==> src/design/dps_map.svh <==
// constants of the device power-state controller
// assumes a 100 MHz sys_clk and event inputs synchronous to it
`ifndef DPS_MAP_SVH
`define DPS_MAP_SVH

`define DPS_CLK_MHZ        100
`define DPS_T_RESUME_US    750
`define DPS_RESUME_CYC     (`DPS_T_RESUME_US * `DPS_CLK_MHZ)
`define DPS_BOOT_CYC       1000

`define DPS_FLAG_W         14
`define DPS_WAKE_W         8
`define DPS_F_ITIM         0
`define DPS_F_EXT          1
`define DPS_F_CD           2
`define DPS_F_SYNC         3
`define DPS_F_PM0          4
`define DPS_F_PM1          5
`define DPS_F_EOM          6
`define DPS_F_BF           7
`define DPS_F_TMR0         8
`define DPS_F_TMR1         9
`define DPS_F_TXBE         10
`define DPS_F_TXSE         11
`define DPS_F_ADC          12
`define DPS_F_SAMP         13

`define DPS_WAKE_BITS      14'h00ff
`define DPS_RES_BITS       14'h3f00
`define DPS_ITIM_BIT       14'h0001
`define DPS_ADC_BIT        14'h1000

`define DPS_ST_W           6
`define DPS_S_WUPDWN       0
`define DPS_S_TDET         1
`define DPS_S_REDIDLE      2
`define DPS_S_RETXLP       3
`define DPS_S_WUPEND       4
`define DPS_S_REPEND       5

`endif

==> src/design/dps_pkg.sv <==
// types of the device power-state controller
// constants live in dps_map.svh
package dps_pkg;

   typedef enum logic [6:0] {
      DPS_RUN   = 7'h01,
      DPS_IDLE  = 7'h02,
      DPS_DIDLE = 7'h04,
      DPS_PDOWN = 7'h08,
      DPS_TXLP  = 7'h10,
      DPS_TSD   = 7'h20,
      DPS_BOOT  = 7'h40
   } dps_state_t;

   typedef enum logic [2:0] {
      DPS_CMD_IDLE  = 3'h0,
      DPS_CMD_DIDLE = 3'h1,
      DPS_CMD_PDOWN = 3'h2,
      DPS_CMD_TXLP  = 3'h3,
      DPS_CMD_TSD   = 3'h4
   } dps_cmd_t;

endpackage

==> src/design/dps_ctrl.sv <==
// device power-state controller: state machine, event flags, supply gating
// assumes all inputs synchronous to sys_clk; masks and option bits are
// driven by the system registers outside this block
`timescale 1ns/1ps
`include "dps_map.svh"

module dps_ctrl
   import dps_pkg::*;
#(
   parameter int RESUME_CYC = `DPS_RESUME_CYC,
   parameter int BOOT_CYC   = `DPS_BOOT_CYC
)
(
   input  wire logic                   sys_clk,
   input  wire logic                   rst,
   input  wire logic                   cmd_valid,
   input  wire dps_cmd_t               cmd_state,
   input  wire logic                   opt_adc,
   input  wire logic                   opt_tx,
   input  wire logic                   opt_tmr,
   input  wire logic                   opt_lf,
   input  wire logic [`DPS_FLAG_W-1:0] evt,
   input  wire logic [`DPS_FLAG_W-1:0] evt_mask,
   input  wire logic [`DPS_FLAG_W-1:0] flag_clr,
   input  wire logic [`DPS_ST_W-1:0]   stat_clr,
   input  wire logic                   samp_pwrup,
   input  wire logic                   tx_end,
   input  wire logic                   tx_rf_req,
   input  wire logic                   temp_hot,
   output dps_state_t                  state,
   output logic [`DPS_FLAG_W-1:0]      flags,
   output logic [`DPS_ST_W-1:0]        stat,
   output logic                        cpu_run,
   output logic                        cpu_clk_en,
   output logic                        boot_req,
   output logic                        resume_cont,
   output logic                        osc12_en,
   output logic                        osc90_en,
   output logic                        pwr_cpu,
   output logic                        pwr_sysctl,
   output logic                        pwr_adc,
   output logic                        pwr_tx,
   output logic                        pwr_rf,
   output logic                        pwr_tmr,
   output logic                        pwr_lf,
   output logic                        pwr_temp,
   output logic                        pwr_wuc
);

   localparam int CW = $clog2(RESUME_CYC + 1);

   // boot must fit inside the resume deadline
   if (BOOT_CYC < 1 || BOOT_CYC > RESUME_CYC) begin : g_chk
      $error("BOOT_CYC must lie in 1..RESUME_CYC");
   end

   // events that may end the given state
   function automatic logic [`DPS_FLAG_W-1:0] wake_ok(dps_state_t st);
      logic [`DPS_FLAG_W-1:0] m;
      m = '0;
      unique case (st)
         DPS_IDLE:  m = `DPS_WAKE_BITS | `DPS_RES_BITS;
         DPS_DIDLE: m = `DPS_WAKE_BITS;
         DPS_PDOWN: m = `DPS_WAKE_BITS;
         DPS_TXLP:  m = `DPS_ITIM_BIT;
         default:   m = '0;
      endcase
      return m;
   endfunction

   dps_state_t             state_q;
   dps_state_t             state_d;
   logic [`DPS_FLAG_W-1:0] flag_q;
   logic [`DPS_FLAG_W-1:0] flag_d;
   logic [`DPS_ST_W-1:0]   stat_q;
   logic [`DPS_ST_W-1:0]   stat_set;
   logic [CW-1:0]          cnt_q;
   logic                   opt_adc_q;
   logic                   opt_tx_q;
   logic                   opt_tmr_q;
   logic                   opt_lf_q;
   logic                   wake_hit;
   logic                   res_hit;
   logic                   boot_done;

   // resume-side registers lose supply in power-down and thermal shutdown,
   // and freeze in deep idle; in tx low power all but the ADC flag freeze
   always_comb begin
      flag_d = flag_q & ~flag_clr;
      flag_d = flag_d | (evt & `DPS_WAKE_BITS);
      unique case (state_q)
         DPS_PDOWN, DPS_TSD: begin
            flag_d = flag_d & `DPS_WAKE_BITS;
         end
         DPS_DIDLE: begin
            flag_d = (flag_d & `DPS_WAKE_BITS)
                   | (flag_q & `DPS_RES_BITS);
         end
         DPS_TXLP: begin
            flag_d = (flag_d & `DPS_WAKE_BITS)
                   | (flag_q & `DPS_RES_BITS)
                   | (evt & `DPS_ADC_BIT);
         end
         default: begin
            flag_d = flag_d | (evt & `DPS_RES_BITS);
         end
      endcase
   end

   // pending flags count as well, so a postponed event acts later
   assign wake_hit = |(flag_d & ~evt_mask & wake_ok(state_q));
   assign res_hit  = |(evt & ~evt_mask & `DPS_RES_BITS);
   assign boot_done = (cnt_q == CW'(BOOT_CYC - 1));

   always_comb begin
      state_d = state_q;
      unique case (state_q)
         DPS_RUN: begin
            if (temp_hot) begin
               state_d = DPS_TSD;
            end else if (cmd_valid) begin
               unique case (cmd_state)
                  DPS_CMD_IDLE:  state_d = DPS_IDLE;
                  DPS_CMD_DIDLE: state_d = DPS_DIDLE;
                  DPS_CMD_PDOWN: state_d = DPS_PDOWN;
                  DPS_CMD_TXLP:  state_d = DPS_TXLP;
                  DPS_CMD_TSD:   state_d = DPS_TSD;
                  default:       state_d = DPS_RUN;
               endcase
            end
         end
         DPS_IDLE: begin
            if (wake_hit) begin
               state_d = DPS_RUN;
            end
         end
         DPS_DIDLE: begin
            if (wake_hit || samp_pwrup) begin
               state_d = DPS_BOOT;
            end
         end
         DPS_PDOWN: begin
            if (wake_hit) begin
               state_d = DPS_BOOT;
            end
         end
         DPS_TXLP: begin
            if (wake_hit || tx_end) begin
               state_d = DPS_BOOT;
            end
         end
         DPS_TSD: begin
            if (!temp_hot) begin
               state_d = DPS_BOOT;
            end
         end
         DPS_BOOT: begin
            if (boot_done) begin
               state_d = DPS_RUN;
            end
         end
      endcase
   end

   always_ff @(posedge sys_clk) begin
      if (rst) begin
         state_q <= DPS_RUN;
      end else begin
         state_q <= state_d;
      end
   end

   always_ff @(posedge sys_clk) begin
      if (rst) begin
         flag_q <= '0;
      end else begin
         flag_q <= flag_d;
      end
   end

   // firmware boot counter; restarts on every entry to boot
   always_ff @(posedge sys_clk) begin
      if (rst || state_q != DPS_BOOT) begin
         cnt_q <= '0;
      end else if (!boot_done) begin
         cnt_q <= cnt_q + CW'(1);
      end
   end

   // options are sampled only in run, so other states cannot change them
   always_ff @(posedge sys_clk) begin
      if (rst) begin
         opt_adc_q <= 1'b0;
         opt_tx_q  <= 1'b0;
         opt_tmr_q <= 1'b0;
         opt_lf_q  <= 1'b0;
      end else if (state_q == DPS_RUN) begin
         opt_adc_q <= opt_adc;
         opt_tx_q  <= opt_tx;
         opt_tmr_q <= opt_tmr;
         opt_lf_q  <= opt_lf;
      end
   end

   always_comb begin
      stat_set = '0;
      stat_set[`DPS_S_WUPDWN]  = (state_q == DPS_PDOWN) &&
                                 (state_d != DPS_PDOWN);
      stat_set[`DPS_S_TDET]    = (state_q == DPS_TSD) &&
                                 (state_d != DPS_TSD);
      stat_set[`DPS_S_REDIDLE] = (state_q == DPS_DIDLE) &&
                                 (state_d != DPS_DIDLE);
      stat_set[`DPS_S_RETXLP]  = (state_q == DPS_TXLP) &&
                                 (state_d != DPS_TXLP);
      stat_set[`DPS_S_WUPEND]  = |(evt & ~evt_mask & `DPS_WAKE_BITS)
                                 || (state_q == DPS_TSD && !temp_hot);
      stat_set[`DPS_S_REPEND]  = res_hit &&
                                 (state_q == DPS_RUN ||
                                  state_q == DPS_IDLE ||
                                  state_q == DPS_TXLP);
   end

   // set wins over a clear in the same cycle
   always_ff @(posedge sys_clk) begin
      if (rst) begin
         stat_q <= '0;
      end else begin
         stat_q <= (stat_q & ~stat_clr) | stat_set;
      end
   end

   always_ff @(posedge sys_clk) begin
      if (rst) begin
         boot_req    <= 1'b0;
         resume_cont <= 1'b0;
      end else begin
         boot_req    <= (state_d == DPS_BOOT) &&
                        (state_q != DPS_BOOT);
         resume_cont <= (state_q == DPS_IDLE) &&
                        (state_d == DPS_RUN);
      end
   end

   // supply and clock gating follows the next state so it lines up with it
   always_ff @(posedge sys_clk) begin
      if (rst) begin
         cpu_run    <= 1'b0;
         cpu_clk_en <= 1'b0;
         osc12_en   <= 1'b0;
         osc90_en   <= 1'b0;
         pwr_cpu    <= 1'b0;
         pwr_sysctl <= 1'b0;
         pwr_adc    <= 1'b0;
         pwr_tx     <= 1'b0;
         pwr_rf     <= 1'b0;
         pwr_tmr    <= 1'b0;
         pwr_lf     <= 1'b0;
         pwr_temp   <= 1'b0;
         pwr_wuc    <= 1'b0;
      end else begin
         cpu_run    <= 1'b0;
         cpu_clk_en <= 1'b0;
         osc12_en   <= 1'b0;
         osc90_en   <= 1'b0;
         pwr_cpu    <= 1'b0;
         pwr_sysctl <= 1'b0;
         pwr_adc    <= 1'b0;
         pwr_tx     <= 1'b0;
         pwr_rf     <= 1'b0;
         pwr_tmr    <= 1'b0;
         pwr_lf     <= 1'b0;
         pwr_temp   <= 1'b0;
         pwr_wuc    <= 1'b1; // always-on 2.2 kHz domain
         unique case (state_d)
            DPS_RUN: begin
               cpu_run    <= 1'b1;
               cpu_clk_en <= 1'b1;
               osc12_en   <= 1'b1;
               osc90_en   <= opt_lf_q;
               pwr_cpu    <= 1'b1;
               pwr_sysctl <= 1'b1;
               pwr_adc    <= opt_adc_q;
               pwr_tx     <= opt_tx_q;
               pwr_rf     <= opt_tx_q;
               pwr_tmr    <= opt_tmr_q;
               pwr_lf     <= opt_lf_q;
               pwr_temp   <= 1'b1;
            end
            DPS_IDLE: begin
               cpu_clk_en <= 1'b1;
               osc12_en   <= 1'b1;
               osc90_en   <= opt_lf_q;
               pwr_cpu    <= 1'b1;
               pwr_sysctl <= 1'b1;
               pwr_adc    <= opt_adc_q;
               pwr_tx     <= opt_tx_q;
               pwr_rf     <= opt_tx_q;
               pwr_tmr    <= opt_tmr_q;
               pwr_lf     <= opt_lf_q;
            end
            DPS_DIDLE: begin
               osc90_en   <= 1'b1;
               pwr_sysctl <= 1'b1;
               pwr_lf     <= opt_lf_q;
            end
            DPS_PDOWN: begin
               osc90_en   <= opt_lf_q;
               pwr_lf     <= opt_lf_q;
            end
            DPS_TXLP: begin
               osc90_en   <= 1'b1;
               pwr_tx     <= 1'b1;
               pwr_rf     <= tx_rf_req;
               pwr_lf     <= opt_lf_q;
            end
            DPS_TSD: begin
               pwr_temp   <= 1'b1;
            end
            DPS_BOOT: begin
               cpu_clk_en <= 1'b1;
               osc12_en   <= 1'b1;
               pwr_cpu    <= 1'b1;
               pwr_sysctl <= 1'b1;
            end
         endcase
      end
   end

   assign state = state_q;
   assign flags = flag_q;
   assign stat  = stat_q;

endmodule

==> config.mk <==
export PLATFORM = sky130hd
export DESIGN_NAME = dps_ctrl
export DESIGN_NICKNAME = d
export VERILOG_FILES = /design/src/design/dps_pkg.sv /design/src/design/dps_ctrl.sv
export VERILOG_INCLUDE_DIRS = /design/src /design/src/design
export SDC_FILE = /design/constraint.sdc
export NUM_CORES = 1
export LEC_CHECK = 0
export BUFFER_PORTS_ARGS = -buffer_cell sky130_fd_sc_hd__clkbuf_2
export CAP_MARGIN = 30
export CORE_UTILIZATION = 55
export CTS_BUF_LIST = sky130_fd_sc_hd__clkbuf_4 sky130_fd_sc_hd__clkbuf_8
export DETAILED_ROUTE_END_ITERATION = 12
export HOLD_SLACK_MARGIN = 0.05
export PLACE_DENSITY = 0.88
export REMOVE_ABC_BUFFERS = 1
export SLEW_MARGIN = 30
export SYNTH_ARGS = -nofsm -noshare
export SYNTH_HDL_FRONTEND = slang
export SYNTH_SLANG_ARGS = --single-unit
==> constraint.sdc <==
create_clock -name sys_clk -period 7.2 [get_ports sys_clk]
set_clock_uncertainty 0.15 [all_clocks]
set_input_delay 1.44 -clock sys_clk [delete_from_list [all_inputs] [get_ports sys_clk]]
set_output_delay 1.44 -clock sys_clk [all_outputs]
set_load 0.1 [all_outputs]
==> results.cfg <==
[final_layout]
antennaDiodeCount = 0
register_area_mm2 = 0.00122
synthToLayoutAreaGrowth_pct = 24.4
final_layout_size_suffix_gt1_frac = 0.269
final_layout_net_count = 550
multiInputGateArea_mm2 = 0.00180
fillCellCount = 442

[placed_design]
detailed_placer_s_ending_hpwl_mm = 6.23
port_buffers = 103
gp_routability_congestion = 0.913

[clocking]
clock-root-buffer = clkbuf_8
cts_htree_levels = 3
numClockSinks = 61
clock_tree.buffer_depth = 2
cts_tree = done
clk_latency_ns = 0.34
cts-hold-fix-buffers = 0
cts_setup_buffers = 0
postCtsResizedCells = 0
cts-buffers-inserted = 9
clkTransAtPathRegs_ns = 0.07

[yosys]
yosys.cell_count.top_type = dfxtp_1
count_of_distinct_cell_types_in_the_synthesized_netlist = 67
synthTopCellsByArea = dfxtp_1, nor2_1, a21oi_1
synth-simple-area-share = 0.273
synth_area_in_compound_gates = 0.219
postSynth.asyncResetShare = 0
ys_seq_elements = 61
synth_top_family_by_area = simple AND/OR/NAND/NOR gates
most_area_hungry_cell_type_in_the_yosys_netlist = dfxtp_1
synth_edf_count = 0
yosysTopAreaCellShare = 0.381
syn-cell-area_mm2 = 0.00320
muxShareOfSynthArea = 0.0156
post_synth_xor_area_fraction = 0.0492
synthesis.yosys.warnings = 0
netlist_instances = 387
synth_sequential_area_ratio = 0.381
yosys.area_share.adder = 0.00391
post_synth.cell_area_avg_um2 = 8.27
synth.cells.most_frequent = dfxtp_1, nor2_1, inv_1
synth-main-ff-cell = dfxtp_1

[pwr]
p_int_w = 0.000624
power_w = 0.000914
leak_pwr_nw = 1.71
power.share.switching = 0.318
irDropWorstVdd_mv = 0.173
sequentialPowerShare = 0.395
pwr-share-clk = 0.390
p_switching_w = 0.000290
comb_power_share = 0.215
powerDensity_mw_per_mm2 = 230

[setup_path]
critPathCaptureType = flip-flop
criticalPathCategory = in2reg
cp.arrival_ns = 3.29
crit_chain = clkbuf_2 -> nor4bb_1 -> a21oi_1 -> a2111o_1 -> o31a_1 -> a311oi_1 -> o21ai_0 -> a21oi_1
critPathMaxStageDelay_ns = 0.37
most_repeated_library_cell_on_the_critical_path = a21oi_1
worst_setup_path_start_kind = input port
worst_case_reg_to_reg_path_depth = 7
worstPathMaxFanout = 8
timing.critical_path.required_ns = 7.32
critPathSlowestCell = a2111o_1

[grt]
grt_antenna_before_repair = 0
grt_pass1_wl_mm = 13.9
overall_routing_resource_usage = 0.289
grt_start_max_net_pins = 30
first_global_vias = 3103
globalRouteOverflowTotal = 0

[die]
num_ports = 104
die_w_um = 78.3
floorplan.core_area_mm2 = 0.00557
dieHeight_um = 78.3
initial_cell_density_of_the_core = 0.574
floorplan.die_area_mm2 = 0.00613
placementRows = 27

[hold_path]
timing.hold.worst_path_depth = 2
timing.hold.worst.class = reg2reg

[timing]
unrepaired_setup_endpoints_after_global_routing = false
final.period_utilization = 0.440
sum_neg_setup_slack_ns = 0
final_period_minus_worst_setup_slack_ns = 3.17
max_freq_ghz = 0.316
final-max-slew-violation-count = 0
worst_slew_pin_slew_ns = 0.715
slew_hr = 0.519
finalHoldViolations = 0
final-setup-viol-count = 0

[run_status]
run_status = finished clean

[detailed_routing]
drt_drc_violations_left = 0
finalWirelength_mm = 8.43
vias_per_cell = 5.88
drt-pass1-iter-count = 5
antenna_left = 0
first_iter_violations = 246
drt-wirelength-per-cell_um = 15.0
num_vias = 3311

[flow_run]
maxCapViolations = 0
-- power by group through the flow --
stage | clock [W] | combinational (W) | sequential, W
global route | 0.000375 | 0.000208 | 0.000363
finish | 0.000356 | 0.000197 | 0.000361
CTS | 0.000358 | 0.000195 | 0.000361
detailed placement | 0 | 0.000195 | 0.000369
global placement | 0 | 0.000192 | 0.000369
floorplan | 0 | 0.0000625 | 0.000449
-- sequential cells by signal, indices dropped and copies added (netlist names) --
| signal | count |
|---|---|
| pwr_rf | 1 |
| boot_req | 1 |
| pwr_lf | 1 |
| pwr_adc | 1 |
| cpu_run | 1 |
| state | 7 |
| pwr_cpu | 1 |
| pwr_tmr | 1 |
| opt_tmr_q | 1 |
| pwr_sysctl | 1 |
| pwr_temp | 1 |
| opt_tx_q | 1 |
| stat | 6 |
| opt_lf_q | 1 |
| pwr_wuc | 1 |
| cnt_q | 17 |
| osc90_en | 1 |
| opt_adc_q | 1 |
| flags | 14 |
| resume_cont | 1 |
| pwr_tx | 1 |
-- layout make-up --
type                       instances  area share
inverter                          32      0.0302
clock buffer                      12      0.0415
tap                               72      0.0226
clock inverter                     3      0.0170
multi-input combinational        279       0.451
timing repair buffer             104       0.131
sequential                        61       0.307
-- routing by layer --
metal | up-vias | GRT usage | wire length [um]
met2 | 169 | 0.475 | 3900
li1 | 1600 | - | -
met3 | 23 | 0.0570 | 717
met1 | 1519 | 0.360 | 3630
met5 | - | 0 | 0
met4 | 0 | 0.139 | 187
-- final timing paths --
kind	from	endpoint	slack, ns
min reg2reg	opt_adc_q	pwr_adc	0.29
min	opt_adc_q	pwr_adc	0.29
max	cmd_valid	pwr_lf	4.03
max reg2reg	cnt_q[0]	pwr_rf	4.19
-- per-stage QoR --
step                utilization  cells  hold WS [ns]  setup slack (ns)  instance area [um2]
floorplan                     -    372         0.258              3.41                 3140
global placement          0.673    548         0.272              3.85                 3750
detailed placement        0.673    548         0.274              3.76                 3750
CTS                       0.714    563         0.289              4.10                 3980
global route              0.714    563         0.307              3.91                 3980
finish                    0.714    563         0.287              4.03                 3980
-- layout by cell type (no fill, tap or decap), types with 4 or more instances in the layout --
cell type,synthesis,final
o21ai_0,15,15
xor2_1,11,11
and3_1,4,4
o21bai_1,4,4
mux2i_1,5,5
inv_1,32,32
nand2_1,18,18
o21a_1,9,9
a211oi_1,4,4
clkbuf_2,0,103
nor4_1,6,6
nand2b_1,5,5
nand4_1,7,7
nor2_1,48,48
clkbuf_8,0,12
a22oi_1,7,7
xnor2_1,7,7
or4b_1,5,5
o22ai_1,8,8
dfxtp_1,61,61
nor2b_1,17,17
and2_1,5,5
a21oi_1,24,24
nand3_1,9,9
-- critical path, delay by kind of cell --
kind | cells | cell delay, ns
AOI/OAI and AO/OA | 6 | 1.33
and+or+nand+nor | 1 | 0.35
buffers and inverters | 1 | 0.16
-- cell families (layout without fill, tap and decap cells) --
| kind of cell | Yosys count | count (layout) |
|---|---|---|
| AND/OR/NAND/NOR | 154 | 154 |
| adder cells (fa/ha/maj) | 1 | 1 |
| buffers and inverters | 47 | 151 |
| multiplexers | 5 | 5 |
| XOR/XNOR | 18 | 18 |
| AO/OA/AOI/OAI | 101 | 101 |
| flip-flops | 61 | 61 |
Power figures use the tool's default switching activity.
